`src/include/tacr_params.svh`:
```
// constants for the tilt axis calibration register block
// assumes 16-bit register addresses and data from the frame engine
`ifndef TACR_PARAMS_SVH
`define TACR_PARAMS_SVH
// ----------------------------------------------------------------------------
// register addresses
// ----------------------------------------------------------------------------
`define TACR_ADDR_X_RANGE  16'h0018
`define TACR_ADDR_Y_ZERO   16'h001e
`define TACR_ADDR_Y_PRESET 16'h001f
`define TACR_ADDR_Y_CORR   16'h0020
`define TACR_ADDR_Y_FLIP   16'h0021
`define TACR_ADDR_STORE    16'h0032
// ----------------------------------------------------------------------------
// command keys and codes
// ----------------------------------------------------------------------------
`define TACR_KEY_ZERO      16'h5a59
`define TACR_KEY_STORE     16'h5354
`define TACR_FLIP_OFF      16'h0001
`define TACR_FLIP_ON       16'h0002
`define TACR_EXC_ADDR      8'h02
`define TACR_EXC_VALUE     8'h03
// ----------------------------------------------------------------------------
// limits and reset values
// ----------------------------------------------------------------------------
`define TACR_X_MIN         16'h0001
`define TACR_X_MAX_SINGLE  16'h00b4
`define TACR_HALF_SCALE    8'h32
`define TACR_X_RANGE_RST   16'h00b4
`define TACR_Y_CORR_RST    16'h0000
`endif

```
`src/include/tacr_pkg.sv`:
```
// types of the tilt axis calibration register block
// assumes the constants header sits beside it
package tacr_pkg;
  // one register command from the frame engine
  typedef struct packed {
    logic        write;
    logic [15:0] addr;
    logic [15:0] data;
  } tacr_cmd_t;
  // one register answer
  typedef struct packed {
    logic        err;
    logic [7:0]  code;
    logic [15:0] data;
  } tacr_rsp_t;
  // persisted settings
  typedef struct packed {
    logic [15:0]        x_range;
    logic signed [15:0] y_corr;
    logic               y_flip;
  } tacr_nvm_t;
  // command engine states
  typedef enum logic [0:0] {
    TACR_IDLE,
    TACR_SAVE
  } tacr_state_t;
endpackage : tacr_pkg

```
`src/core/tacr_regs.sv`:
```
// calibration holding registers of the tilt sensor axes
// assumes a frame engine on the same clock decodes single-register
// commands and pulses rsp_sent when the answer frame has left the wire
`timescale 1ns/10ps
`include "tacr_params.svh"

// What this block does
// - dual-axis X limit 1 to factory range
// - single-axis X limit 1 to 180
// - single-axis limit only on half-circle output
// - X limit is unsigned 16-bit degrees
// - bad X limit answers exception 3
// - new X limit active after answer sent
// - stored X limit reloaded at restart
// - zero key computes Y correction
// - zero trigger reads back zero
// - zero correction is negated flipped raw
// - correction beyond half range gets exception 3
// - zero correction active after answer sent
// - preset correction is preset minus flipped raw
// - preset correction active at once
// - Y functions only on dual-axis units
// - direct correction checked, signed hundredths
// - direct correction active after answer sent
// - stored correction reloaded at restart
// - flip accepts 1 off, 2 on
// - flip applied before adding correction
// - flip immediate, reloaded at restart
// - store key saves, answer after save
module tacr_regs (
  // clock and reset
  input  wire logic                clk,
  input  wire logic                rst,
  // unit variant and measurement
  input  wire logic                dual_axis,       // high on two-axis units
  input  wire logic [15:0]         x_factory_range, // whole degrees
  input  wire logic [15:0]         y_range,         // whole degrees
  input  wire logic signed [15:0]  y_raw_tilt,      // hundredths of a degree
  // command from frame engine
  input  wire logic                cmd_valid,
  input  wire tacr_pkg::tacr_cmd_t cmd,
  output logic                     cmd_ready_q,
  // answer to frame engine
  output logic                     rsp_valid_q,
  output tacr_pkg::tacr_rsp_t      rsp_q,
  input  wire logic                rsp_sent,
  // non-volatile store
  input  wire logic                nvm_load,
  input  wire tacr_pkg::tacr_nvm_t nvm_rd,
  output logic                     nvm_store_q,
  output tacr_pkg::tacr_nvm_t      nvm_wr_q,
  input  wire logic                nvm_done,
  // effective settings
  output logic [15:0]              x_range_q,
  output logic                     x_full_free_q,
  output logic signed [15:0]       y_corr_q,
  output logic                     y_flip_q,
  output logic signed [15:0]       y_angle_q
);
  import tacr_pkg::*;

  // --------------------------------------------------------------------------
  // arithmetic
  // --------------------------------------------------------------------------
  logic signed [16:0] flipped;    // raw tilt with sign flip applied
  logic signed [23:0] lim;        // half range in hundredths
  logic signed [23:0] zero_val;   // correction from zero key
  logic signed [23:0] preset_val; // correction from preset
  logic signed [23:0] direct_val; // directly written correction

  // flip comes before the correction is added
  assign flipped    = y_flip_q ? -{y_raw_tilt[15], y_raw_tilt}
                               : {y_raw_tilt[15], y_raw_tilt};
  assign lim        = $signed({2'b00, y_range * 22'(`TACR_HALF_SCALE)});
  assign zero_val   = -{{7{flipped[16]}}, flipped};
  assign preset_val = {{8{cmd.data[15]}}, cmd.data}
                      - {{7{flipped[16]}}, flipped};
  assign direct_val = {{8{cmd.data[15]}}, cmd.data};

  // correction inside plus or minus half the range
  function automatic logic fits(input logic signed [23:0] v,
                                input logic signed [23:0] l);
    fits = (v >= -l) && (v <= l);
  endfunction : fits

  // --------------------------------------------------------------------------
  // command decode
  // --------------------------------------------------------------------------
  tacr_state_t state_q;      // command engine state
  logic        take;         // command accepted this cycle
  logic        d_err;        // exception answer
  logic [7:0]  d_code;       // exception code
  logic [15:0] d_data;       // read data
  logic        d_wr_x;       // X limit goes pending
  logic        d_wr_ypend;   // correction goes pending
  logic        d_wr_yimm;    // correction taken at once
  logic        d_wr_flip;    // flip taken at once
  logic        d_store;      // store key seen
  logic [15:0] d_yval;       // new correction value
  logic        x_ok;         // X limit valid

  assign take = cmd_valid && cmd_ready_q;

  // X limit check depends on unit variant
  always_comb begin
    if (dual_axis) begin
      x_ok = (cmd.data >= `TACR_X_MIN) && (cmd.data <= x_factory_range);
    end else begin
      x_ok = (cmd.data >= `TACR_X_MIN) && (cmd.data <= `TACR_X_MAX_SINGLE);
    end
  end

  // address decode and value checks
  always_comb begin
    d_err      = 1'b0;
    d_code     = 8'h00;
    d_data     = 16'h0000;
    d_wr_x     = 1'b0;
    d_wr_ypend = 1'b0;
    d_wr_yimm  = 1'b0;
    d_wr_flip  = 1'b0;
    d_store    = 1'b0;
    d_yval     = 16'h0000;
    case (cmd.addr)
      `TACR_ADDR_X_RANGE: begin
        if (!cmd.write) begin
          d_data = x_range_q;
        end else if (x_ok) begin
          d_wr_x = 1'b1;
        end else begin
          d_err  = 1'b1;
          d_code = `TACR_EXC_VALUE;
        end
      end
      `TACR_ADDR_Y_ZERO: begin
        if (!dual_axis) begin
          d_err  = 1'b1;
          d_code = `TACR_EXC_ADDR;
        end else if (!cmd.write) begin
          d_data = 16'h0000;
        end else if (cmd.data != `TACR_KEY_ZERO) begin
          d_data = 16'h0000;
        end else if (fits(zero_val, lim)) begin
          d_wr_ypend = 1'b1;
          d_yval     = zero_val[15:0];
        end else begin
          d_err  = 1'b1;
          d_code = `TACR_EXC_VALUE;
        end
      end
      `TACR_ADDR_Y_PRESET: begin
        if (!dual_axis) begin
          d_err  = 1'b1;
          d_code = `TACR_EXC_ADDR;
        end else if (!cmd.write) begin
          d_data = 16'h0000;
        end else if (fits(preset_val, lim)) begin
          d_wr_yimm = 1'b1;
          d_yval    = preset_val[15:0];
        end else begin
          d_err  = 1'b1;
          d_code = `TACR_EXC_VALUE;
        end
      end
      `TACR_ADDR_Y_CORR: begin
        if (!dual_axis) begin
          d_err  = 1'b1;
          d_code = `TACR_EXC_ADDR;
        end else if (!cmd.write) begin
          d_data = y_corr_q;
        end else if (fits(direct_val, lim)) begin
          d_wr_ypend = 1'b1;
          d_yval     = cmd.data;
        end else begin
          d_err  = 1'b1;
          d_code = `TACR_EXC_VALUE;
        end
      end
      `TACR_ADDR_Y_FLIP: begin
        if (!dual_axis) begin
          d_err  = 1'b1;
          d_code = `TACR_EXC_ADDR;
        end else if (!cmd.write) begin
          d_data = y_flip_q ? `TACR_FLIP_ON : `TACR_FLIP_OFF;
        end else if (cmd.data == `TACR_FLIP_OFF || cmd.data == `TACR_FLIP_ON) begin
          d_wr_flip = 1'b1;
        end else begin
          d_err  = 1'b1;
          d_code = `TACR_EXC_VALUE;
        end
      end
      `TACR_ADDR_STORE: begin
        // write-only: reads and other values answer zero
        d_store = cmd.write && (cmd.data == `TACR_KEY_STORE);
      end
      default: begin
        d_err  = 1'b1;
        d_code = `TACR_EXC_ADDR;
      end
    endcase
  end

  // --------------------------------------------------------------------------
  // command engine and answer
  // --------------------------------------------------------------------------
  // store holds the answer until the save completes
  always_ff @(posedge clk) begin
    if (rst) begin
      state_q     <= TACR_IDLE;
      cmd_ready_q <= 1'b0;
      nvm_store_q <= 1'b0;
      nvm_wr_q    <= '0;
    end else begin
      case (state_q)
        TACR_IDLE: begin
          cmd_ready_q <= 1'b1;
          if (take && d_store) begin
            state_q     <= TACR_SAVE;
            cmd_ready_q <= 1'b0;
            nvm_store_q <= 1'b1;
            nvm_wr_q    <= '{x_range: x_range_q, y_corr: y_corr_q, y_flip: y_flip_q};
          end
        end
        TACR_SAVE: begin
          if (nvm_done) begin
            state_q     <= TACR_IDLE;
            cmd_ready_q <= 1'b1;
            nvm_store_q <= 1'b0;
          end
        end
        default: begin
          state_q <= TACR_IDLE;
        end
      endcase
    end
  end

  // answer pulse one cycle after a command, or after the save
  always_ff @(posedge clk) begin
    if (rst) begin
      rsp_valid_q <= 1'b0;
      rsp_q       <= '0;
    end else if (take && !d_store) begin
      rsp_valid_q <= 1'b1;
      rsp_q       <= '{err: d_err, code: d_code, data: d_data};
    end else if (state_q == TACR_SAVE && nvm_done) begin
      rsp_valid_q <= 1'b1;
      rsp_q       <= '0;
    end else begin
      rsp_valid_q <= 1'b0;
    end
  end

  // --------------------------------------------------------------------------
  // pending values waiting for the answer frame
  // --------------------------------------------------------------------------
  logic        pend_x_q;   // X limit waiting
  logic [15:0] pend_xv_q;  // its value
  logic        pend_y_q;   // correction waiting
  logic [15:0] pend_yv_q;  // its value

  // a new write in the same cycle as rsp_sent stays pending
  always_ff @(posedge clk) begin
    if (rst || nvm_load) begin
      pend_x_q  <= 1'b0;
      pend_xv_q <= 16'h0000;
    end else if (take && d_wr_x) begin
      pend_x_q  <= 1'b1;
      pend_xv_q <= cmd.data;
    end else if (rsp_sent) begin
      pend_x_q  <= 1'b0;
    end
  end

  // correction from zero key or direct write
  always_ff @(posedge clk) begin
    if (rst || nvm_load) begin
      pend_y_q  <= 1'b0;
      pend_yv_q <= 16'h0000;
    end else if (take && d_wr_ypend) begin
      pend_y_q  <= 1'b1;
      pend_yv_q <= d_yval;
    end else if (take && d_wr_yimm) begin
      pend_y_q  <= 1'b0;
    end else if (rsp_sent) begin
      pend_y_q  <= 1'b0;
    end
  end

  // --------------------------------------------------------------------------
  // effective settings
  // --------------------------------------------------------------------------
  // X limit: restart load, then commit after the answer
  always_ff @(posedge clk) begin
    if (rst) begin
      x_range_q <= `TACR_X_RANGE_RST;
    end else if (nvm_load) begin
      x_range_q <= nvm_rd.x_range;
    end else if (pend_x_q && rsp_sent) begin
      x_range_q <= pend_xv_q;
    end
  end

  // single-axis full-circle output ignores the limit
  always_ff @(posedge clk) begin
    if (rst) begin
      x_full_free_q <= 1'b1;
    end else begin
      x_full_free_q <= !dual_axis;
    end
  end

  // Y correction: restart load, preset at once, others after the answer
  always_ff @(posedge clk) begin
    if (rst) begin
      y_corr_q <= `TACR_Y_CORR_RST;
    end else if (nvm_load) begin
      y_corr_q <= dual_axis ? nvm_rd.y_corr : `TACR_Y_CORR_RST;
    end else if (take && d_wr_yimm) begin
      y_corr_q <= d_yval;
    end else if (pend_y_q && rsp_sent) begin
      y_corr_q <= pend_yv_q;
    end
  end

  // flip: immediate, reloaded at restart
  always_ff @(posedge clk) begin
    if (rst) begin
      y_flip_q <= 1'b0;
    end else if (nvm_load) begin
      y_flip_q <= dual_axis && nvm_rd.y_flip;
    end else if (take && d_wr_flip) begin
      y_flip_q <= (cmd.data == `TACR_FLIP_ON);
    end
  end

  // corrected Y angle, zero on single-axis units
  always_ff @(posedge clk) begin
    if (rst) begin
      y_angle_q <= 16'h0000;
    end else if (dual_axis) begin
      y_angle_q <= flipped[15:0] + y_corr_q;
    end else begin
      y_angle_q <= 16'h0000;
    end
  end

  // --------------------------------------------------------------------------
  // checks
  // --------------------------------------------------------------------------
  x_dual_reject_a: assert property (@(posedge clk) disable iff (rst)
    take && cmd.write && cmd.addr == `TACR_ADDR_X_RANGE && dual_axis
      && cmd.data > x_factory_range
    |=> rsp_valid_q && rsp_q.err && rsp_q.code == 8'h03)
    else $error("dual-axis X limit above factory range not refused");

  x_single_reject_a: assert property (@(posedge clk) disable iff (rst)
    take && cmd.write && cmd.addr == `TACR_ADDR_X_RANGE && !dual_axis
      && (cmd.data > 16'h00b4 || cmd.data == 16'h0000)
    |=> rsp_q.err && rsp_q.code == 8'h03)
    else $error("single-axis X limit out of 1..180 not refused");

  x_defer_a: assert property (@(posedge clk) disable iff (rst)
    take && d_wr_x && !rsp_sent && !nvm_load
    |=> x_range_q == $past(x_range_q) ##0 pend_x_q)
    else $error("X limit took effect before answer sent");

  zero_read_a: assert property (@(posedge clk) disable iff (rst)
    take && !cmd.write && cmd.addr == `TACR_ADDR_Y_ZERO && dual_axis
    |=> rsp_valid_q && rsp_q.data == 16'h0000)
    else $error("zero trigger read not zero");

  commit_y_a: assert property (@(posedge clk) disable iff (rst)
    pend_y_q && rsp_sent && !nvm_load && !take
    |=> y_corr_q == $past(pend_yv_q))
    else $error("pending correction not committed");

  preset_now_a: assert property (@(posedge clk) disable iff (rst)
    take && d_wr_yimm && !nvm_load
    |=> y_corr_q == $past(preset_val[15:0]))
    else $error("preset correction not taken at once");

  flip_code_a: assert property (@(posedge clk) disable iff (rst)
    take && cmd.write && cmd.addr == `TACR_ADDR_Y_FLIP && dual_axis
      && cmd.data != 16'h0001 && cmd.data != 16'h0002
    |=> rsp_q.err && rsp_q.code == 8'h03)
    else $error("bad flip value not refused");

  store_wait_a: assert property (@(posedge clk) disable iff (rst)
    nvm_store_q && !nvm_done |=> !rsp_valid_q && nvm_store_q)
    else $error("answer given before save done");

  angle_sum_a: assert property (@(posedge clk) disable iff (rst)
    dual_axis |=> y_angle_q == $past(flipped[15:0] + y_corr_q))
    else $error("Y angle not flipped raw plus correction");

endmodule : tacr_regs

```
`config.mk`:
```
export PLATFORM = sky130hd
export DESIGN_NAME = tacr_regs
export DESIGN_NICKNAME = d
export VERILOG_FILES = /design/src/include/tacr_pkg.sv /design/src/core/tacr_regs.sv
export VERILOG_INCLUDE_DIRS = /design/src /design/src/include
export SDC_FILE = /design/constraint.sdc
export NUM_CORES = 1
export LEC_CHECK = 0
export BUFFER_PORTS_ARGS = -buffer_cell sky130_fd_sc_hd__buf_2
export CELL_PAD_IN_SITES_DETAIL_PLACEMENT = 2
export CELL_PAD_IN_SITES_GLOBAL_PLACEMENT = 2
export CORE_AREA = 5 5 211 213
export DETAILED_ROUTE_END_ITERATION = 7
export DIE_AREA = 0 0 216 218
export PLACE_DENSITY_LB_ADDON = 0.1
export SKIP_LAST_GASP = 1
export SYNTH_ARGS = -nofsm -noshare
export SYNTH_HDL_FRONTEND = slang
export SYNTH_SLANG_ARGS = --single-unit
```
`constraint.sdc`:
```
create_clock -name clk -period 11.42 [get_ports clk]
set_input_delay 2.284 -clock clk [delete_from_list [all_inputs] [get_ports clk]]
set_output_delay 2.284 -clock clk [all_outputs]
set_load 0.05 [all_outputs]
```
; ---- Yosys cells after proc, flatten, opt, wreduce, memory -nomap -nowiden
; Cells that the tools add are included.
[classes]
order_cmp = 9
shift = 0
mux = 97
n_reduce_logical = 30
n_eq_ne = 12
n_mul = 1
add_sub_neg = 5
n_bitwise = 2
div = 0
[ops]
columns = op, count
row1 = $mux 16, 19
row2 = $pmux 16 s3, 2
row3 = $mux 25, 2
row4 = $mux 1, 49
row5 = $eq 16x5->1 const B, 3
row6 = $eq 16x6->1 const B, 3
row7 = $mux 2, 18
row8 = $ge 16x24->1, 1
row9 = $ge 18x24->1, 1
row10 = $ge 24x24->1, 1
row11 = $le 24x23->1, 1
row12 = $neg 22->24, 1
row13 = $neg 24->24, 1
row14 = $le 16x23->1, 1
row15 = $le 18x23->1, 1
row16 = $mul 16x5->21 const B, 1
row17 = $sub 16x17->18, 1
row18 = $logic_and 1x1->1, 17
row19 = $mux 17, 1
row20 = $neg 17->17, 1
row21 = $add 16x16->16, 1
row22 = $eq 16x1->1 const B, 1
row23 = $eq 16x15->1 const B, 1
row24 = $eq 16x2->1 const B, 1
row25 = other kinds (15), 27
[totals]
latch_bits = 0
romBits = 0
input_bits = 121
output_inout_bits = 111
mem_count = 0
regBits = 146
elab_cells = 175
ram_bits = 0

; ---- Logic depth before layout (Yosys ltp)
[depth]
depth_word = 12
depth_mapped = 32
depth_no_buf = 29

; ---- Least setup slack after synthesis
; No wires, ideal clock.
[synth_timing]
path_type = input -> register
startpoint = in y_raw_tilt[0]
endpoint = reg y_corr_q[12]
required_time_ps = 11300
arrival_time_ps = 8518
setup_slack_ps = 2782
setup_time_ps = 120
cell_stages = 32
cell_sequence = inv_1 -> ha_1 -> or4b_1 -> buf_2 -> buf_6 -> o21ai_0 -> xnor2_1 -> inv_1 -> ha_1 -> a211o_1 -> or4_1 -> o211ai_1 -> o211ai_1 -> a21o_1 -> a21oi_1 -> xor2_1 -> inv_1 -> ha_1 -> nand4_1 -> a211oi_1 -> o21ai_0 -> o211ai_1 -> o211ai_1 -> or3_1 -> o2111ai_1 -> a311oi_1 -> o311a_1 -> buf_2 -> buf_2 -> o311ai_1 -> a21oi_1 -> a211o_1
[synth_via]
elab_chain_len = 12
[synth_lines]
columns = item, line_no
row1 = start: declaration, tacr_regs.sv:38  ; input wire logic signed [15:0] y_raw_tilt,
row2 = $neg 17->17, tacr_regs.sv:72  ; assign flipped = y_flip_q ? -{y_raw_tilt[15], y_raw_tilt}
row3 = $mux 17 (*), tacr_regs.sv:72
row4 = $neg 24->24 / $sub 16x17->18 (equally long branches), "tacr_regs.sv:75, tacr_regs.sv:77"
row5 = $ge 24x24->1 (tied with other cells), tacr_regs.sv:83  ; fits = (v >= -l) && (v <= l);
row6 = $logic_and 1x1->1, tacr_regs.sv:83
row7 = $mux 16 / $mux 1 (equally long branches), "tacr_regs.sv:143, tacr_regs.sv:157"
row8 = $mux 16 / $mux 1 (equally long branches), "tacr_regs.sv:141, tacr_regs.sv:155"
row9 = $mux 16 / $mux 1 (equally long branches), "tacr_regs.sv:139, tacr_regs.sv:152"
row10 = $mux 16 / $mux 1 (equally long branches), "tacr_regs.sv:136, tacr_regs.sv:124"
row11 = $pmux 16 s3 / $logic_and 1x1->1 (equally long branches), "tacr_regs.sv:124, tacr_regs.sv:319"
row12 = $mux 16, tacr_regs.sv:319  ; end else if (take && d_wr_yimm) begin
row13 = $mux 16, tacr_regs.sv:317  ; end else if (nvm_load) begin
row14 = end signal: assignment, tacr_regs.sv:316  ; y_corr_q <= `TACR_Y_CORR_RST;
row15 = end signal: assignment, tacr_regs.sv:318  ; y_corr_q <= dual_axis ? nvm_rd.y_corr : `TACR_Y_CORR_RST;
row16 = end signal: assignment, tacr_regs.sv:320  ; y_corr_q <= d_yval;
row17 = end: declaration, tacr_regs.sv:56  ; output logic signed [15:0] y_corr_q,
; Mark *: on every way between the ends. The rest lies on a longest branch, timed or not.
; A chain may end at the register's enable or synchronous reset.

; ---- Final worst setup path
[layout_timing]
startpoint = in y_raw_tilt[0]
endpoint = reg pend_yv_q[4]
[layout_via]
elab_chain_len = 11
[layout_lines]
columns = item, line_no
row1 = $neg 17->17, tacr_regs.sv:72
row2 = $mux 17 (*), tacr_regs.sv:72
row3 = $neg 24->24, tacr_regs.sv:75  ; assign zero_val = -{{7{flipped[16]}}, flipped};
row4 = $ge 24x24->1 / $le 24x23->1 (equally long branches), tacr_regs.sv:83
row5 = $logic_and 1x1->1, tacr_regs.sv:83
row6 = $mux 1, tacr_regs.sv:143  ; end else if (fits(zero_val, lim)) begin
row7 = $mux 1, tacr_regs.sv:141  ; end else if (cmd.data != `TACR_KEY_ZERO) begin
row8 = $mux 1, tacr_regs.sv:139  ; end else if (!cmd.write) begin
row9 = $mux 1, tacr_regs.sv:136  ; if (!dual_axis) begin
row10 = $pmux 1 s2, tacr_regs.sv:124  ; case (cmd.addr)
row11 = $logic_and 1x1->1, tacr_regs.sv:280  ; end else if (take && d_wr_ypend) begin
row12 = end signal: assignment, tacr_regs.sv:282  ; pend_yv_q <= d_yval;
row13 = end: declaration, tacr_regs.sv:260  ; logic [15:0] pend_yv_q;
; Marked as above.

==> qor_table.md <==
| Item | Reported | Unit |
| --- | --- | --- |
| Clock sink total | 139 | - |
| DP Cell Count | 2,504 | - |
| Die Span X | 216 | um |
| Total number of yosys warnings | 0 | - |
| Synthesized instance count | 1,798 | - |
| Total half-perimeter wirelength after legalization and detailed placement | 51,100 | um |
| Final std cells w/o fill | 2,536 | - |
| Insertion delay of the later-clocked pin in the worst-skew pair | 430 | ps |
| R2R depth | 28 | - |
| Worst min-delay path startpoint | nvm_wr_q[14] | - |
| Areal power density over the cells | 149 | nW/um2 |
| Share of cells above drive strength 1 | 14.8 | % |
| Number of antenna violations at the first check in global routing | 2 | - |
| Post-route clock skew | 11.9 | ps |
| Crit end category | flip-flop | - |
| Worst Path Class, Setup | primary input to flip-flop | - |
| Static leakage | 7.63 | nW |
| Crit path required time | 11,780 | ps |
| Design Area, Final | 16,300 | um2 |
| Clock Path Buffers | 2 | - |
| Global route overflow | 0 | - |
| Count of cells resized by post-cts repair | 0 | - |
| Worst-margin pin slew | 1140 | ps |
| Clock input transition at the sequential cells of the worst setup and hold paths | 70 | ps |
| Final hold slack | 453 | ps |
| Crit share post-route | 88.5 | % |
| Chip Height | 218 | um |
| Headroom to the max-slew limit | 23.8 | % |
| Synth unique cells | 86 | - |
| Overall routed net length | 64,000 | um |
| Worst stage delay on the critical path | 710 | ps |
| CTS Root Buffer Type | sky130_fd_sc_hd__clkbuf_16 | - |
| Number of H-tree levels | 4 | - |
| Drc violations | 0 | - |
| Final #Nets | 2,333 | - |
| Largest net degree at the start of global routing | 68 | - |
| Register-to-Register Setup Slack | 3500 | ps |
| Min-Delay Path Class | flip-flop to flip-flop | - |
| Critical-path cell with the highest stage delay | sky130_fd_sc_hd__or4b_1 | - |
| Total core area | 42,500 | um2 |
| Ports placed on the boundary | 232 | - |
| Unrepaired setup endpoints after global routing | false | - |
| Final weighted congestion of routability-driven global placement | 0.891 | - |
| Total Die Area | 47,100 | um2 |
| Top post-synthesis cells by area | sky130_fd_sc_hd__dfxtp_1 20%, sky130_fd_sc_hd__ha_1 20%, sky130_fd_sc_hd__nand2_1 4.1% | - |
| Cell Rows | 76 | - |
| Via count of the first global-routing pass | 15,733 | - |
| Routed wire length per instance | 25.3 | um |
| Top cell by count, worst path | sky130_fd_sc_hd__o211ai_1 | - |
| Number of endpoints failing setup at the final stage | 0 | - |
| Share of async-settable or async-resettable flops after synthesis | 0 | % |
| Average size of a mapped cell | 7.88 | um2 |
| Area fraction of the dominant cell type after synthesis | 19.6 | % |
| Drt pass-1 iters | 5 | - |
| Post-CTS Setup Inserts | 0 | - |
| Clock tree from TritonCTS | built | - |
| DR vias | 14,731 | - |
| Antenna cell count | 0 | - |
| Outcome | finished clean | - |
| Largest delay share family, worst path | compound AO/OA/AOI/OAI gates | - |
| Maximum frequency from static timing analysis | 0.0989 | GHz |
| VDD IR-drop max | 0.0825 | mV |
| Placed cell areas | 15,700 | um2 |
| Aggregate global-route resource usage | 26.3 | % |
| Initial core utilization | 33.3 | % |
| Final hold violations | 0 | - |
| Number of buffers inserted by port buffering | 225 | - |
| Mean number of vias per cell | 5.81 | - |
| Crit path launch type | primary input | - |
| Ys flop type | sky130_fd_sc_hd__dfxtp_1 | - |
| Global-route wire length before repair | 96,400 | um |
| Time the worst path needs with I/O delays and setup | 10,110 | ps |
| RR Endpoint | y_corr_q[2] | - |
| Cell type contributing the most total cell area after synthesis | sky130_fd_sc_hd__dfxtp_1 | - |
| Max Cap Violations | 0 | - |
| Number of synthesized register bits | 139 | - |
| Worst r2r src | y_flip_q | - |
| Critical path arrival | 10,470 | ps |
| Post-route setup TNS | 0 | ps |
| Most frequent cells in the layout | 225 x sky130_fd_sc_hd__buf_2, 222 x sky130_fd_sc_hd__ha_1, 156 x sky130_fd_sc_hd__nand2_1, 152 x sky130_fd_sc_hd__inv_1, 148 x sky130_fd_sc_hd__nor2_1 | - |
| Remaining number of nets flagged by the antenna check after routing | 0 | - |
| Pins over their slew limit | 0 | - |
| Violation count after the first detailed-route iteration | 735 | - |
| End point of the worst hold path | nvm_wr_q[14] | - |
| Number of buffers inserted during clock tree synthesis | 17 | - |
| Number of buffers inserted by hold repair at cts | 0 | - |
| Cell Area, Synth | 14,200 | um2 |
| Area grow syn2layout | 15.4 | % |
| Sequential share of the synthesized area | 19.6 | % |
| Number of synthesized flops with an enable pin | 0 | - |
| Leading cell type in the layout, fill and taps excluded | sky130_fd_sc_hd__buf_2 | - |
| Min-Delay Path Depth | 2 | - |
| WP buf/inv | 4 | - |
| Critical Path Fanout Max | 14 | - |
## final cells by class
class	instances	area, um2
Fill cell	5029	26200
Multi-Input combinational cell	1428	10500
Sequential cell	139	2780
Timing Repair Buffer	239	1230
Tap cell	546	683
Inverter	152	571
Clock buffer	19	443
Clock inverter	13	156
## worst max-delay path by stage
| stage | from | to | slack (ps) | cells after the start |
|---|---|---|---|---|
| global route | y_raw_tilt[0] | y_corr_q[3] | 800 | 29 |
| CTS | y_raw_tilt[0] | y_corr_q[1] | 1350 | 29 |
| global placement | y_raw_tilt[0] | y_corr_q[15] | 1260 | 29 |
| finish | y_raw_tilt[0] | pend_yv_q[4] | 1310 | 29 |
| detailed placement | y_raw_tilt[0] | y_corr_q[8] | 970 | 29 |
| floorplan | y_raw_tilt[0] | y_corr_q[12] | 2780 | 32 |
## sequential cells by signal, indices dropped and copies added, names as in the netlist
signal         cells
nvm_wr_q          33
rsp_q             18
pend_xv_q         16
pend_yv_q         16
x_range_q         16
y_angle_q         16
y_corr_q          16
cmd_ready_q        1
nvm_store_q        1
pend_x_q           1
pend_y_q           1
rsp_valid_q        1
state_q            1
x_full_free_q      1
y_flip_q           1
## where the power goes
group	leakage [nW]	switching (mW)	internal, mW	total [mW]
combinational	6.21	0.879	0.477	1.36
sequential	1.13	0.0133	0.494	0.508
clock	0.293	0.240	0.334	0.574
total	7.63	1.13	1.31	2.44
## tightest hold or removal path, cell delays in order (launching register included)
cell and delay [ps]:
sky130_fd_sc_hd__dfxtp_1 310, sky130_fd_sc_hd__nand2_1 50, sky130_fd_sc_hd__a21oi_1 50
## metal layers
metal	up-vias	global-route usage [%]	share of wire [%]
met5	-	0	0.020
li1	6916	-	-
met2	333	45.3	48
met4	2	7.53	2.9
met3	86	3.39	4.2
met1	7394	34.5	45
## per-stage QoR
stage	utilization, %	total power [mW]	setup WS (ps)
2_1_floorplan	-	1.42	2780
3_3_place_gp	37.0	1.80	1260
3_5_place_dp	37.0	1.86	965
4_1_cts	38.5	2.44	1350
5_1_grt	38.5	2.61	800
6_report	38.5	2.44	1310
## logic make-up (layout without fill, tap and decap cells)
family	Yosys count	count (layout)	synth area share, %
compound gates	484	484	24.2
xor+xnor	83	83	5.13
fa+ha+maj	235	235	21.4
buf+inv	236	423	6.65
flops	139	139	19.6
mux	37	37	2.62
other cells	1	6	0.0265
simple gates	583	583	20.3
## synth_stat cells (8+ instances only)
cell                        count
sky130_fd_sc_hd__o31a_1         8
sky130_fd_sc_hd__nor2b_1       18
sky130_fd_sc_hd__xnor2_1       57
sky130_fd_sc_hd__fa_1          13
sky130_fd_sc_hd__buf_4          8
sky130_fd_sc_hd__o21bai_1       9
sky130_fd_sc_hd__o211ai_1      20
sky130_fd_sc_hd__nor2_1       148
sky130_fd_sc_hd__o221ai_1      16
sky130_fd_sc_hd__inv_1        152
sky130_fd_sc_hd__dfxtp_1      139
sky130_fd_sc_hd__mux2i_1       36
sky130_fd_sc_hd__o21ai_0       65
sky130_fd_sc_hd__nand3_1       49
sky130_fd_sc_hd__or4_1         12
sky130_fd_sc_hd__a211o_1       21
sky130_fd_sc_hd__a22oi_1       19
sky130_fd_sc_hd__a21oi_1      111
sky130_fd_sc_hd__clkbuf_1      53
sky130_fd_sc_hd__nor3_1        38
sky130_fd_sc_hd__or3_1         11
sky130_fd_sc_hd__nand2b_1      20
sky130_fd_sc_hd__ha_1         222
sky130_fd_sc_hd__and3_1        15
sky130_fd_sc_hd__nand4_1       43
sky130_fd_sc_hd__o21a_1        23
sky130_fd_sc_hd__nor4_1        12
sky130_fd_sc_hd__a22o_1        32
sky130_fd_sc_hd__a31oi_1       10
sky130_fd_sc_hd__and2_1        27
sky130_fd_sc_hd__o41ai_1        9
sky130_fd_sc_hd__a21o_1        28
sky130_fd_sc_hd__xor2_1        26
sky130_fd_sc_hd__a2111oi_0      8
sky130_fd_sc_hd__nand2_1      156
sky130_fd_sc_hd__buf_2         14
sky130_fd_sc_hd__a211oi_1      27
sky130_fd_sc_hd__o311ai_0      10
No activity file was read; power rests on OpenSTA's default activity.
